===== src/pkg/gfc_params.svh =====
`ifndef GFC_PARAMS_SVH
`define GFC_PARAMS_SVH

// ****************************************************************
// register indices, byte address is four times the index
// ****************************************************************
`define GFC_IDX_FIFO_A      8'h1C
`define GFC_IDX_FIFO_B      8'h1D
`define GFC_IDX_END_32      8'h1E
`define GFC_IDX_END_54      8'h1F
`define GFC_IDX_END_6       8'h20
`define GFC_IDX_PENDING     8'h21
`define GFC_IDX_WAKE        8'h22
`define GFC_IDX_STATUS      8'h24
`define GFC_IDX_CLOCK       8'h26

// ****************************************************************
// field positions
// ****************************************************************
`define GFC_RETRY_HI        7
`define GFC_RETRY_LO        6
`define GFC_SLOT_HI         5
`define GFC_SLOT_LO         3
`define GFC_ACK_BIT         2
`define GFC_SEC_BIT         1
`define GFC_SEND_BIT        0
`define GFC_SPACE_HI        7
`define GFC_SPACE_LO        2
`define GFC_ALT_BIT         1
`define GFC_ACK_PENDING_FLAG_BIT       0
`define GFC_IMM_BIT         7
`define GFC_REGISTER_WAKE_PULSE_BIT     6
`define GFC_CLKON_BIT       3
`define GFC_NOTIME_B_BIT    4
`define GFC_NOTIME_A_BIT    3
`define GFC_FAIL_B_BIT      2
`define GFC_FAIL_A_BIT      1

// ****************************************************************
// reset values and fixed slots
// ****************************************************************
`define GFC_SPACE_RESET     6'h21
`define GFC_SEVENTH_END     4'hF
`define GFC_NO_SLOT         3'h0

`endif


===== src/pkg/gfc_pkg.sv =====
package gfc_pkg;

  typedef enum logic [2:0] {
    GFC_ST_IDLE = 3'b001,
    GFC_ST_REQ  = 3'b010,
    GFC_ST_WAIT = 3'b100
  } gfc_state_t;

endpackage : gfc_pkg


===== src/verilog/gfc_regs.sv =====
// Added by the designer: the APB interface to the registers.
`timescale 1ns/10ps
`include "gfc_params.svh"
//
// Contract
// RULE_01 - writing one to a send bit starts that FIFO; hardware clears the bit
// RULE_02 - written retry field sets the retransmission limit for that FIFO
// RULE_03 - read retry field returns retries used by last successful packet
// RULE_04 - three-bit slot field picks the GTS that FIFO transmits in
// RULE_05 - ack request bit sends frame expecting ack, retransmits; resets zero
// RULE_06 - per FIFO security enable selects secured transmission; off at reset
// RULE_07 - second FIFO has an identical control register at the next address
// RULE_08 - one register holds third GTS end (high) and second GTS end (low)
// RULE_09 - next register holds fifth GTS end (high) and fourth GTS end (low)
// RULE_10 - sixth GTS end in low nibble; upper nibble reserved, reads zero
// RULE_11 - seventh GTS end slot is fixed at fifteen, no register field
// RULE_12 - six-bit long spacing field in pending register, reset 0x21
// RULE_13 - software makes spacing plus rf settle time equal forty symbols
// RULE_14 - alternate bit set: the two FIFOs keep alternating during the CFP
// RULE_15 - alternate bit clear (reset): alternation stops after a failure
// RULE_16 - ack pending bit is copied into every acknowledgement frame sent
// RULE_17 - immediate wake enable bit selects immediate wake-up mode
// RULE_18 - host wakes device by writing register wake bit one then zero
// RULE_19 - software writes zero to reserved bits of end-slot and wake regs
// RULE_20 - per FIFO flag set when transmission fails for lack of slot time
// RULE_21 - per FIFO flag set on retry-exceeded failure, cleared on success
// RULE_22 - FIFO clock enable bit gates the GTS FIFOs; off at reset
// RULE_23 - triggered frame goes out only inside its assigned GTS window
module gfc_regs
  import gfc_pkg::*;
(
  input  wire logic        clk_sys,
  input  wire logic        rst_n,
  input  wire logic        psel,
  input  wire logic        penable,
  input  wire logic        pwrite,
  input  wire logic [9:0]  paddr,
  input  wire logic [31:0] pwdata,
  output logic [31:0]      prdata,
  output logic             pready,
  output logic             pslverr,
  input  wire logic        cfp_active,
  input  wire logic [3:0]  current_slot,
  input  wire logic [3:0]  cfp_first_slot,
  input  wire logic [3:0]  gts_first_end_slot,
  input  wire logic        tx_accept,
  input  wire logic        tx_done,
  input  wire logic        tx_success,
  input  wire logic        tx_no_time,
  input  wire logic [1:0]  tx_retries_used,
  output logic             tx_req,
  output logic             tx_fifo_sel,
  output logic             tx_secure,
  output logic             tx_ack_request,
  output logic [1:0]       tx_retry_limit,
  output logic             ack_pending_flag,
  output logic [5:0]       long_spacing_symbols,
  output logic             immediate_wake_enable,
  output logic             register_wake_pulse,
  output logic             slot_fifo_clock_on
);

  // ****************************************************************
  // bus decode
  // ****************************************************************
  logic [31:0] prdata_q;
  logic        pready_q;
  logic        pslverr_q;
  logic [7:0]  idx;
  logic        access;
  logic        wr_en;
  logic        mapped;
  logic [7:0]  wbyte;

  assign idx    = paddr[9:2];
  assign access = psel & penable;
  // one wait state so read data can come straight from a flop
  assign wr_en  = access & pwrite & pready_q & mapped;
  assign wbyte  = pwdata[7:0];

  always_comb begin
    case (idx)
      `GFC_IDX_FIFO_A, `GFC_IDX_FIFO_B, `GFC_IDX_END_32,
      `GFC_IDX_END_54, `GFC_IDX_END_6, `GFC_IDX_PENDING,
      `GFC_IDX_WAKE, `GFC_IDX_STATUS, `GFC_IDX_CLOCK: begin
        mapped = (paddr[1:0] == 2'h0);
      end
      default: begin
        mapped = 1'b0;
      end
    endcase
  end

  // ****************************************************************
  // shared configuration registers
  // ****************************************************************
  logic [3:0] end_second_q;
  logic [3:0] end_third_q;
  logic [3:0] end_fourth_q;
  logic [3:0] end_fifth_q;
  logic [3:0] end_sixth_q;
  logic [5:0] space_q;
  logic       alt_q;
  logic       ack_pending_flag_q;
  logic       imm_q;
  logic       register_wake_pulse_q;
  logic       clkon_q;

  always_ff @(posedge clk_sys or negedge rst_n) begin
    if (!rst_n) begin
      end_second_q <= 4'h0;
      end_third_q  <= 4'h0;
      end_fourth_q <= 4'h0;
      end_fifth_q  <= 4'h0;
      end_sixth_q  <= 4'h0;
    end else if (wr_en) begin
      if (idx == `GFC_IDX_END_32) begin
        end_third_q  <= wbyte[7:4]; // RULE_08
        end_second_q <= wbyte[3:0]; // RULE_08
      end
      if (idx == `GFC_IDX_END_54) begin
        end_fifth_q  <= wbyte[7:4]; // RULE_09
        end_fourth_q <= wbyte[3:0]; // RULE_09
      end
      if (idx == `GFC_IDX_END_6) begin
        end_sixth_q <= wbyte[3:0]; // RULE_10
      end
    end
  end

  always_ff @(posedge clk_sys or negedge rst_n) begin
    if (!rst_n) begin
      space_q <= `GFC_SPACE_RESET; // RULE_12
      alt_q   <= 1'b0;
      ack_pending_flag_q <= 1'b0;
    end else if (wr_en && idx == `GFC_IDX_PENDING) begin
      space_q <= wbyte[`GFC_SPACE_HI:`GFC_SPACE_LO]; // RULE_12
      alt_q   <= wbyte[`GFC_ALT_BIT];
      ack_pending_flag_q <= wbyte[`GFC_ACK_PENDING_FLAG_BIT]; // RULE_16
    end
  end

  // register wake follows the host's one-then-zero write sequence
  always_ff @(posedge clk_sys or negedge rst_n) begin
    if (!rst_n) begin
      imm_q     <= 1'b0;
      register_wake_pulse_q <= 1'b0;
    end else if (wr_en && idx == `GFC_IDX_WAKE) begin
      imm_q     <= wbyte[`GFC_IMM_BIT]; // RULE_17
      register_wake_pulse_q <= wbyte[`GFC_REGISTER_WAKE_PULSE_BIT]; // RULE_18
    end
  end

  always_ff @(posedge clk_sys or negedge rst_n) begin
    if (!rst_n) begin
      clkon_q <= 1'b0; // RULE_22
    end else if (wr_en && idx == `GFC_IDX_CLOCK) begin
      clkon_q <= wbyte[`GFC_CLKON_BIT]; // RULE_22
    end
  end

  // ****************************************************************
  // slot windows
  // ****************************************************************
  function automatic logic [3:0] end_of(input logic [2:0] gts);
    case (gts)
      3'h1:    end_of = gts_first_end_slot;
      3'h2:    end_of = end_second_q;
      3'h3:    end_of = end_third_q;
      3'h4:    end_of = end_fourth_q;
      3'h5:    end_of = end_fifth_q;
      3'h6:    end_of = end_sixth_q;
      default: end_of = `GFC_SEVENTH_END; // RULE_11
    endcase
  endfunction : end_of

  function automatic logic in_window(input logic [2:0] gts);
    logic [4:0] lo;
    logic [4:0] hi;
    lo = 5'h0;
    hi = 5'h0;
    if (gts == 3'h1) begin
      lo = {1'b0, cfp_first_slot};
    end else begin
      lo = {1'b0, end_of(gts - 3'h1)} + 5'h01;
    end
    hi = {1'b0, end_of(gts)};
    // slot zero of the select means the FIFO owns no slot
    in_window = (gts != `GFC_NO_SLOT) &&
                ({1'b0, current_slot} >= lo) &&
                ({1'b0, current_slot} <= hi);
  endfunction : in_window

  // ****************************************************************
  // per FIFO control and status
  // ****************************************************************
  gfc_state_t state_q;
  logic       sel_q;
  logic       last_q;
  logic       stop_q;
  logic       lock_q;
  logic       tx_req_q;
  logic [1:0] send_q;
  logic [1:0] ack_q;
  logic [1:0] sec_q;
  logic [1:0] limit_a_q;
  logic [1:0] limit_b_q;
  logic [1:0] used_a_q;
  logic [1:0] used_b_q;
  logic [2:0] slot_a_q;
  logic [2:0] slot_b_q;
  logic [1:0] fail_q;
  logic [1:0] notime_q;
  logic [1:0] elig;
  logic       done_ev;
  logic       win_a;
  logic       win_b;

  // a process, not an assign, so slot and end-slot changes retrigger it
  always_comb begin
    win_a = in_window(slot_a_q); // RULE_23
    win_b = in_window(slot_b_q); // RULE_23
  end

  assign done_ev = (state_q == GFC_ST_WAIT) & tx_done;

  genvar gi;
  generate
    for (gi = 0; gi < 2; gi++) begin : g_fifo
      logic [7:0] my_idx;
      logic       wr_me;
      logic       taken;
      logic       ended;
      assign my_idx = (gi == 0) ? `GFC_IDX_FIFO_A : `GFC_IDX_FIFO_B; // RULE_07
      assign wr_me  = wr_en & (idx == my_idx);
      assign taken  = (state_q == GFC_ST_REQ) & tx_accept &
                      (sel_q == 1'(gi));
      assign ended  = done_ev & (sel_q == 1'(gi));

      // a fresh trigger in the accept cycle wins over the clear
      always_ff @(posedge clk_sys or negedge rst_n) begin
        if (!rst_n) begin
          send_q[gi] <= 1'b0;
        end else if (wr_me && wbyte[`GFC_SEND_BIT]) begin
          send_q[gi] <= 1'b1; // RULE_01
        end else if (taken) begin
          send_q[gi] <= 1'b0; // RULE_01
        end
      end

      always_ff @(posedge clk_sys or negedge rst_n) begin
        if (!rst_n) begin
          ack_q[gi] <= 1'b0; // RULE_05
          sec_q[gi] <= 1'b0; // RULE_06
        end else if (wr_me) begin
          ack_q[gi] <= wbyte[`GFC_ACK_BIT]; // RULE_05
          sec_q[gi] <= wbyte[`GFC_SEC_BIT]; // RULE_06
        end
      end

      // hardware sets and clears these, software only reads them
      always_ff @(posedge clk_sys or negedge rst_n) begin
        if (!rst_n) begin
          fail_q[gi]   <= 1'b0;
          notime_q[gi] <= 1'b0;
        end else if (ended) begin
          notime_q[gi] <= ~tx_success & tx_no_time; // RULE_20
          fail_q[gi]   <= ~tx_success & ~tx_no_time; // RULE_21
        end
      end
    end
  endgenerate

  always_ff @(posedge clk_sys or negedge rst_n) begin
    if (!rst_n) begin
      limit_a_q <= 2'h0;
      slot_a_q  <= 3'h0;
    end else if (wr_en && idx == `GFC_IDX_FIFO_A) begin
      limit_a_q <= wbyte[`GFC_RETRY_HI:`GFC_RETRY_LO]; // RULE_02
      slot_a_q  <= wbyte[`GFC_SLOT_HI:`GFC_SLOT_LO]; // RULE_04
    end
  end

  always_ff @(posedge clk_sys or negedge rst_n) begin
    if (!rst_n) begin
      limit_b_q <= 2'h0;
      slot_b_q  <= 3'h0;
    end else if (wr_en && idx == `GFC_IDX_FIFO_B) begin
      limit_b_q <= wbyte[`GFC_RETRY_HI:`GFC_RETRY_LO]; // RULE_07
      slot_b_q  <= wbyte[`GFC_SLOT_HI:`GFC_SLOT_LO]; // RULE_07
    end
  end

  // readback keeps the count of the last success only
  always_ff @(posedge clk_sys or negedge rst_n) begin
    if (!rst_n) begin
      used_a_q <= 2'h0;
      used_b_q <= 2'h0;
    end else if (done_ev && tx_success) begin
      if (sel_q) begin
        used_b_q <= tx_retries_used; // RULE_03
      end else begin
        used_a_q <= tx_retries_used; // RULE_03
      end
    end
  end

  // ****************************************************************
  // slot sequencer
  // ****************************************************************
  // alternate bit set overrides any lockout left by an earlier failure
  assign elig[0] = send_q[0] & clkon_q & cfp_active & win_a & // RULE_22
                   (~stop_q | ~lock_q | alt_q); // RULE_14
  assign elig[1] = send_q[1] & clkon_q & cfp_active & win_b & // RULE_22
                   (~stop_q | lock_q | alt_q); // RULE_14

  always_ff @(posedge clk_sys or negedge rst_n) begin
    if (!rst_n) begin
      state_q  <= GFC_ST_IDLE;
      sel_q    <= 1'b0;
      tx_req_q <= 1'b0;
    end else begin
      case (state_q)
        GFC_ST_IDLE: begin
          if (elig != 2'b00) begin
            // both ready: serve the one not served last
            if (elig == 2'b11) begin
              sel_q <= ~last_q; // RULE_14
            end else begin
              sel_q <= elig[1];
            end
            tx_req_q <= 1'b1;
            state_q  <= GFC_ST_REQ;
          end
        end
        GFC_ST_REQ: begin
          if (tx_accept) begin
            tx_req_q <= 1'b0;
            state_q  <= GFC_ST_WAIT;
          end else if (!elig[sel_q]) begin
            // window closed before the engine took it: withdraw
            tx_req_q <= 1'b0; // RULE_23
            state_q  <= GFC_ST_IDLE;
          end
        end
        GFC_ST_WAIT: begin
          if (tx_done) begin
            state_q <= GFC_ST_IDLE;
          end
        end
        default: begin
          tx_req_q <= 1'b0;
          state_q  <= GFC_ST_IDLE;
        end
      endcase
    end
  end

  always_ff @(posedge clk_sys or negedge rst_n) begin
    if (!rst_n) begin
      last_q <= 1'b0;
      stop_q <= 1'b0;
      lock_q <= 1'b0;
    end else if (!cfp_active) begin
      stop_q <= 1'b0;
    end else if (done_ev) begin
      last_q <= sel_q;
      if (!tx_success && !alt_q && !stop_q) begin
        stop_q <= 1'b1; // RULE_15
        lock_q <= sel_q; // RULE_15
      end
    end
  end

  // ****************************************************************
  // read path and answer
  // ****************************************************************
  logic [7:0] rbyte;

  always_comb begin
    rbyte = 8'h00;
    case (idx)
      `GFC_IDX_FIFO_A: rbyte = {used_a_q, slot_a_q, ack_q[0], sec_q[0],
                                send_q[0]}; // RULE_03
      `GFC_IDX_FIFO_B: rbyte = {used_b_q, slot_b_q, ack_q[1], sec_q[1],
                                send_q[1]};
      `GFC_IDX_END_32:  rbyte = {end_third_q, end_second_q};
      `GFC_IDX_END_54:  rbyte = {end_fifth_q, end_fourth_q};
      `GFC_IDX_END_6:   rbyte = {4'h0, end_sixth_q}; // RULE_10
      `GFC_IDX_PENDING: rbyte = {space_q, alt_q, ack_pending_flag_q};
      `GFC_IDX_WAKE:    rbyte = {imm_q, register_wake_pulse_q, 6'h00};
      `GFC_IDX_STATUS:  rbyte = {3'h0, notime_q[1], notime_q[0],
                                 fail_q[1], fail_q[0], 1'b0};
      `GFC_IDX_CLOCK:   rbyte = {4'h0, clkon_q, 3'h0};
      default:          rbyte = 8'h00;
    endcase
  end

  always_ff @(posedge clk_sys or negedge rst_n) begin
    if (!rst_n) begin
      pready_q  <= 1'b0;
      pslverr_q <= 1'b0;
      prdata_q  <= 32'h0000_0000;
    end else begin
      pready_q  <= access & ~pready_q;
      pslverr_q <= access & ~pready_q & ~mapped;
      if (access && !pready_q && !pwrite && mapped) begin
        prdata_q <= {24'h00_0000, rbyte};
      end else begin
        prdata_q <= 32'h0000_0000;
      end
    end
  end

  // ****************************************************************
  // registered outputs
  // ****************************************************************
  logic       tx_sec_q;
  logic       tx_ack_q;
  logic [1:0] tx_lim_q;

  always_ff @(posedge clk_sys or negedge rst_n) begin
    if (!rst_n) begin
      tx_sec_q <= 1'b0;
      tx_ack_q <= 1'b0;
      tx_lim_q <= 2'h0;
    end else begin
      tx_sec_q <= sel_q ? sec_q[1] : sec_q[0]; // RULE_06
      tx_ack_q <= sel_q ? ack_q[1] : ack_q[0]; // RULE_05
      tx_lim_q <= sel_q ? limit_b_q : limit_a_q; // RULE_02
    end
  end

  assign prdata                = prdata_q;
  assign pready                = pready_q;
  assign pslverr               = pslverr_q;
  assign tx_req                = tx_req_q;
  assign tx_fifo_sel           = sel_q;
  assign tx_secure             = tx_sec_q;
  assign tx_ack_request        = tx_ack_q;
  assign tx_retry_limit        = tx_lim_q;
  assign ack_pending_flag      = ack_pending_flag_q; // RULE_16
  assign long_spacing_symbols  = space_q;
  assign immediate_wake_enable = imm_q;
  assign register_wake_pulse   = register_wake_pulse_q;
  assign slot_fifo_clock_on    = clkon_q;

endmodule : gfc_regs


===== config.mk =====
export PLATFORM = sky130hd
export DESIGN_NAME = gfc_regs
export DESIGN_NICKNAME = d
export VERILOG_FILES = /design/src/pkg/gfc_pkg.sv /design/src/verilog/gfc_regs.sv
export VERILOG_INCLUDE_DIRS = /design/src /design/src/pkg
export SDC_FILE = /design/constraint.sdc
export NUM_CORES = 1
export LEC_CHECK = 0
export ABC_AREA = 1
export ABC_CLOCK_PERIOD_IN_PS = 4880
export BUFFER_PORTS_ARGS = -buffer_cell sky130_fd_sc_hd__clkbuf_2
export CAP_MARGIN = 10
export CORE_MARGIN = 1
export CORE_UTILIZATION = 30
export CTS_CLUSTER_DIAMETER = 30
export DETAILED_ROUTE_END_ITERATION = 6
export PLACE_DENSITY = 0.57
export SETUP_SLACK_MARGIN = 0.1
export SYNTH_ARGS = -nofsm -noshare
export SYNTH_HDL_FRONTEND = slang
export SYNTH_SLANG_ARGS = --single-unit

===== constraint.sdc =====
create_clock -name clk_sys -period 4.88 [get_ports clk_sys]
set_clock_uncertainty 0.1 [all_clocks]
set_input_delay 0.976 -clock clk_sys [delete_from_list [all_inputs] [get_ports clk_sys]]
set_output_delay 0.976 -clock clk_sys [all_outputs]
set_load 0.02 [all_outputs]

==> impl_metrics.env, run 1 <==
export IMPL_critPathArrivalTime_ns=3.77
export IMPL_drt_total_wl_um=15340
export IMPL_min_delay_path_class="flip-flop to flip-flop"
export IMPL_worstHoldStart="tx_req"
export IMPL_antenna_found_initial=0
export IMPL_cts_buffers=9
export IMPL_grt_ovfl_total=0
export IMPL_worst_slew_pin_slew_ns=0.9865
export IMPL_min_to="tx_req"
export IMPL_portBuffers=67
export IMPL_grt_max_degree=78
export IMPL_leakagePower_nw=2.765
export IMPL_insertion_delay_ns=0.34
export IMPL_gp_congestion=0.9043
export IMPL_ff2ff_setup_slack_ns=1.23
export IMPL_path_clk_slew_ns=0.06
export IMPL_ys_async_sr_fraction_pct=100.0
export IMPL_viasPerCell=4.920
export IMPL_area_delta_synth_final_pct=14.64
export IMPL_ys_flop_type="dfrtp_1"
export IMPL_p_total_mw=1.437
export IMPL_vias=4807
export IMPL_fmax_mhz=274.2
export IMPL_seq_area_frac_synth_pct=38.29
export IMPL_gr_usage_all_layers_pct=18.10
export IMPL_cp_required_ns=5.01
export IMPL_yosys_warnings=0
export IMPL_timing_worst_setup_path_type="flip-flop to flip-flop"
export IMPL_synth_seq_cells=77
export IMPL_grtUsageMet3_pct=2.469
export IMPL_min_period_over_period_pct=74.73
export IMPL_dieArea_um2=17330
export IMPL_hpwlAfterDp_um=11720
export IMPL_nets=836
export IMPL_slew_headroom_pct=34.23
export IMPL_ff2ff_path_depth=22
export IMPL_final_antenna_net_count=0
export IMPL_synth_distinct_cells=43
export IMPL_crit_path_start_kind="flip-flop"
export IMPL_pin_count=116
export IMPL_syn_cell_area_um2=5042
export IMPL_drt_iter0_markers=533
export IMPL_die_height_um=131.6
export IMPL_start_util_pct=30.51
export IMPL_wl_per_cell_um=15.71
export IMPL_cts_setup_buffers=0
export IMPL_rsz0062_at_grt="no"
export IMPL_cts_sink_count=77
export IMPL_clockBufferDepth=2
export IMPL_drc=0
export IMPL_met2_usage_pct=28.19
export IMPL_netlist_instances=687
export IMPL_drive_above_1_share_pct=13.87
export IMPL_stdcell_count=977
export IMPL_busiest_layer="met2"
export IMPL_final_hold_violation_count=0
export IMPL_r2r_start="slot_b_q[1]"
export IMPL_h_tree_depth=3
export IMPL_finalSetupTns_ns=0
export IMPL_synth_edf_count=0
export IMPL_cts_resized=0
export IMPL_drv_cap=0
export IMPL_fp_row_count=47
export IMPL_postCtsHoldBufs=0
export IMPL_slew_viol_final=0
export IMPL_status="completed"
export IMPL_power_density_nw_per_um2=248.6
export IMPL_vdd_drop_max_mv=0.1633
export IMPL_cp_max_fo=12
export IMPL_finalSetupViolations=0
export IMPL_dpl_cell_count=961
export IMPL_antennaDiodeCount=0
export IMPL_drt_first_pass_iters=5
export IMPL_clock_root_buffer="clkbuf_16"
export IMPL_reg2reg_to="tx_req"
export IMPL_cts_tree="done"
export IMPL_die_w_um=131.6
export IMPL_syn_mean_instance_area_um2=7.340
export IMPL_use_met1_pct=25.29
export IMPL_final_area_um2=5781
export IMPL_place_area_um2=5477
export IMPL_whs_path_depth=2
export IMPL_finalCriticalPeriod_ns=3.647
export IMPL_grt_pass1_wl_um=24220
export IMPL_end_kind="flip-flop"
export IMPL_coreArea_um2=16520
export IMPL_grt_pass1_vias=4393
cell type report:
cell class              count  area (um2)
fillers                  1815       10740
multi-input cells         498        2554
flip-flops and latches     77        1931
inverters                  97       364.1
repair buffers             69       352.8
well taps                 220       275.3
clock buffers              13       260.3
clock inverters             3       43.79
cells in the mapped netlist (all sizes together), types with 3 or more instances:
master	count	area (um2)
o2111ai	3	26.28
buf	37	276.5
o221ai	4	35.03
o22ai	23	143.9
a21oi	16	83.83
ha	18	225.2
nor3	12	60.06
dfstp	3	78.83
nor4	5	31.28
nand3	33	237.7
nand2	187	704.4
nand4	13	81.33
o21ai	79	395.4
a211oi	4	30.03
dfrtp	74	1852
inv	97	364.1
nor2	57	226.5
worst max path at each step:
stage / slack (ns) / startpoint / cells past startpoint / endpoint
finish: 1.23 / slot_b_q[1] / 22 / tx_req
global route: 0.86 / slot_b_q[1] / 22 / tx_req
CTS: 1.29 / slot_b_q[1] / 22 / tx_req
detailed placement: 1.31 / slot_a_q[2] / 20 / tx_req
global placement: 1.29 / slot_b_q[1] / 22 / tx_req
floorplan: 1.90 / gts_first_end_slot[0] / 20 / tx_req
registers in the layout, summed over array words and instances (netlist names), 4 cells and up:
name	count
end_fourth_q	4
end_second_q	4
end_sixth_q	4
prdata	8
end_third_q	4
end_fifth_q	4
long_spacing_symbols	6
where the power goes:
group	leakage [nW]	internal [mW]	total, mW	switching [mW]
Clock	0.150	0.424	0.673	0.249
Combinational	1.57	0.0306	0.109	0.0788
Sequential	1.05	0.649	0.655	0.00567
layer usage:
metal,routed length (um),vias to the layer above
met3,967,25
met2,7082,192
met4,298,0
met5,0,-
met1,6996,2227
li1,-,2363
worst max-delay path, stage by stage, from the launching register on:
cell and delay, ns:
dfrtp_1 0.54, inv_1 0.27, nor2_1 0.13, nand2_1 0.20
o22ai_1 0.10, nor2_1 0.18, o2111ai_1 0.19, ha_1 0.26
a21boi_0 0.14, o21ai_0 0.15, o21ai_0 0.11, ha_1 0.28
nand2_1 0.05, nand2_1 0.05, nand2_1 0.04, a21oi_1 0.14
nand2_1 0.17, nand3_1 0.17, nand2_1 0.06, inv_1 0.05
nand2_1 0.04, nand2_1 0.05, nand2_1 0.05
stage by stage:
step / utilization [%] / setup slack [ns] / hold slack, ns
3_5_place_dp: 33.14 / 1.312 / 0.3617
6_report: 34.98 / 1.233 / 0.3747
4_1_cts: 34.98 / 1.287 / 0.3806
2_1_floorplan: - / 1.898 / 0.3422
3_3_place_gp: 33.14 / 1.288 / 0.3608
5_1_grt: 34.98 / 0.8571 / 0.4154
logic make-up (layout without fill, tap and decap cells):
family                   count (synthesis)  after routing  share of synthesized area (%)
AO/OA/AOI/OAI                          141            141                          16.33
flip-flops                              77             77                          38.29
buffers and inverters                  135            182                          12.78
adder cells (fa/ha/maj)                 18             18                          4.467
other                                    1             24                        0.07437
XOR/XNOR                                 2              2                         0.3475
AND/OR/NAND/NOR                        310            310                          27.10
multiplexers                             3              3                         0.6203
layout by cell type, fill, tap and decap left out, types with 2 or more instances in the layout:
master / instances
clkbuf_8: 2
nand3_4: 5
clkbuf_1: 2
nor2_2: 2
a21oi_1: 15
nor3_1: 12
clkbuf_16: 9
inv_2: 3
dfstp_2: 3
nor4_1: 5
o21ai_0: 39
nor2_1: 54
ha_1: 18
inv_1: 94
o22ai_1: 23
conb_1: 24
mux2i_1: 2
dfrtp_1: 74
a2111oi_0: 2
nand3_2: 2
o2111ai_1: 3
a221oi_1: 2
nand4_1: 13
o221ai_1: 4
o21ai_1: 40
a211oi_1: 4
buf_4: 3
xnor2_1: 2
a21boi_0: 2
clkbuf_2: 66
nand2_1: 186
a22oi_1: 2
nand3_1: 26
Power figures use the tool's default switching activity.
==> run 2, diff against run 1 <==
ABC_CLOCK_PERIOD_IN_PS = 3750   (was 4880)
clock period = 3.75 ns   (was 4.88 ns; I/O delays follow)
==> run 2 against run 1 <==
Effect of this change:
- non-clock buffer count rose by 9
- maximum frequency grew 10%
- count of clock-buffer cells in the layout decreased by 3
- cell count rose by 0.92%
- worst hold slack is essentially flat
- sequential share of layout area down 0.60 points
- die area stayed put
- worst setup slack worse by 0.80 ns
- critical endpoint unchanged
- largest power group unchanged
==> impl_metrics.env, run 2 (synthesis results as in run 1) <==
export IMPL_status="completed"
export IMPL_cts_sink_count=77
export IMPL_postCtsHoldBufs=0
export IMPL_wl_met2_um=7133
export IMPL_grt_ovfl_total=0
export IMPL_drv_cap=0
export IMPL_timing_worst_setup_path_type="flip-flop to flip-flop"
export IMPL_min_period_over_period_pct=88.39
export IMPL_crit_top_cell="nand2_1"
export IMPL_antennaDiodeCount=0
export IMPL_drt_first_pass_iters=5
export IMPL_crit_path_start_kind="flip-flop"
export IMPL_fp_row_count=47
export IMPL_cts_tree="done"
export IMPL_cp_cell_sequence="inv_1 > nand2_1 > nor2_1 > a22oi_1 > nand3_1 > ha_1 > a21boi_0 > o21ai_0 > o21ai_0 > ha_1 > nand2_1 > nand2_1 > nand2_1 > a21oi_1 > nand2_1 > nand3_1 > nand2_1 > inv_1 > nand2_1 > nand2_1 > nand2_1"
export IMPL_leakagePower_nw=2.824
export IMPL_cts_buffers=9
export IMPL_drive_above_1_share_pct=15.93
export IMPL_h_tree_depth=3
export IMPL_hpwlAfterDp_um=12020
export IMPL_wl_per_cell_um=15.82
export IMPL_grt_max_degree=78
export IMPL_rsz0062_at_grt="no"
export IMPL_critical_path_buf_inv_count=2
export IMPL_path_clk_slew_ns=0.06
export IMPL_drc=0
export IMPL_whs_path_depth=2
export IMPL_fmax_mhz=301.7
export IMPL_pin_count=116
export IMPL_cp_max_fo=9
export IMPL_power_density_nw_per_um2=336.4
export IMPL_critical_path_top_delay_family="simple AND/OR/NAND/NOR gates"
export IMPL_wl_met1_um=7359
export IMPL_ff_latch_area_um2=1934
export IMPL_slowest_stage="dfrtp_1"
export IMPL_drt_iter0_markers=384
export IMPL_gr_usage_all_layers_pct=18.65
export IMPL_grt_pass1_vias=4411
export IMPL_finalSetupViolations=0
export IMPL_mostFrequentLayoutCells="nand2_1, inv_1, dfrtp_1"
export IMPL_final_util_pct=35.69
export IMPL_die_height_um=131.6
export IMPL_gp_congestion=0.9408
export IMPL_slowest_delay_ns=0.54
export IMPL_final_common_cell="nand2_1"
export IMPL_min_delay_path_class="flip-flop to flip-flop"
export IMPL_drt_total_wl_um=15600
export IMPL_top_layer_used="met4"
export IMPL_slew_viol_final=0
export IMPL_insertion_delay_ns=0.34
export IMPL_dpl_cell_count=967
export IMPL_die_w_um=131.6
export IMPL_critPathArrivalTime_ns=3.44
export IMPL_dieArea_um2=17330
export IMPL_fillers=1787
export IMPL_final_antenna_net_count=0
export IMPL_vdd_drop_max_mv=0.2535
export IMPL_finalCriticalPeriod_ns=3.314
export IMPL_route_met3_wl_um=768
export IMPL_vias=4794
export IMPL_area_delta_synth_final_pct=16.95
export IMPL_final_hold_violation_count=0
export IMPL_finalSetupTns_ns=0
export IMPL_viasPerCell=4.862
export IMPL_largest_reg_flops=8
export IMPL_final_area_um2=5897
export IMPL_multiInputGateArea_um2=2562
export IMPL_portBuffers=67
export IMPL_place_area_um2=5522
export IMPL_slew_headroom_pct=34.87
export IMPL_clock_root_buffer="clkbuf_16"
export IMPL_grt_pass1_wl_um=24780
export IMPL_nets=845
export IMPL_ff2ff_path_depth=21
export IMPL_end_kind="flip-flop"
export IMPL_worst_slew_pin_slew_ns=0.9770
export IMPL_coreArea_um2=16520
export IMPL_start_util_pct=30.51
export IMPL_stdcell_count=986
export IMPL_cp_depth=21
export IMPL_cp_required_ns=3.87
export IMPL_clockBufferDepth=2
export IMPL_antenna_found_initial=0
## run 2: changes by cell type in the layout (fill, tap and decap cells not counted), sizes merged
cell and change:
buf +9, clkinvlp +1, bufinv +2, clkbuf -3
## run 2: final timing paths
path	start	endpoint	slack, ns
max	slot_a_q[0]	tx_req	0.44
min	tx_req	tx_req	0.37
max reg2reg	slot_a_q[0]	tx_req	0.44
min reg2reg	tx_req	tx_req	0.37
max in group asynchronous	rst_n	slot_a_q[1]	2.39
min in group asynchronous	rst_n	state_q[1]	0.44
## run 2: layout make-up
| class | instances | area share [%] |
|---|---|---|
| tap | 220 | 4.668 |
| timing repair buffer | 78 | 7.129 |
| sequential | 77 | 32.80 |
| multi-input combinational | 498 | 43.45 |
| inverter | 97 | 6.174 |
| clock buffer | 10 | 3.883 |
| clock inverter | 6 | 1.888 |
## run 2: power breakdown
group	internal (mW)	switching [mW]
sequential	0.845	0.00673
clock	0.650	0.340
combinational	0.0399	0.103
## run 2: metrics by stage
| step | hold WS [ns] | power (mW) | setup WS (ns) |
|---|---|---|---|
| 2_1_floorplan | 0.3422 | 0.9646 | 0.9262 |
| 6_report | 0.3749 | 1.984 | 0.4355 |
| 5_1_grt | 0.3997 | 2.060 | 0.1075 |
| 3_5_place_dp | 0.3604 | 1.011 | 0.3525 |
| 4_1_cts | 0.3816 | 2.009 | 0.3167 |
| 3_3_place_gp | 0.3609 | 1.010 | 0.2834 |
## run 2: worst register-to-register path: cells and delay by family (launching register included)
| kind | cells | cell delay, ns |
|---|---|---|
| and+or+nand+nor | 12 | 1.04 |
| AOI/OAI and AO/OA | 5 | 0.77 |
| DFF | 1 | 0.54 |
| adders and majority gates | 2 | 0.54 |
| buffers and inverters | 2 | 0.20 |
## run 2: timing repair
| action | CTS | global route |
|---|---|---|
| setup buffers | 0 | 3 |
| gates resized for setup | 0 | 8 |
| setup endpoints to repair | 0 | 4 |
## run 2: layer usage
layer	vias up	track usage [%]
li1	2385	-
met1	2226	26.48
met2	156	28.98
met3	27	2.392
met4	0	6.460
met5	-	0
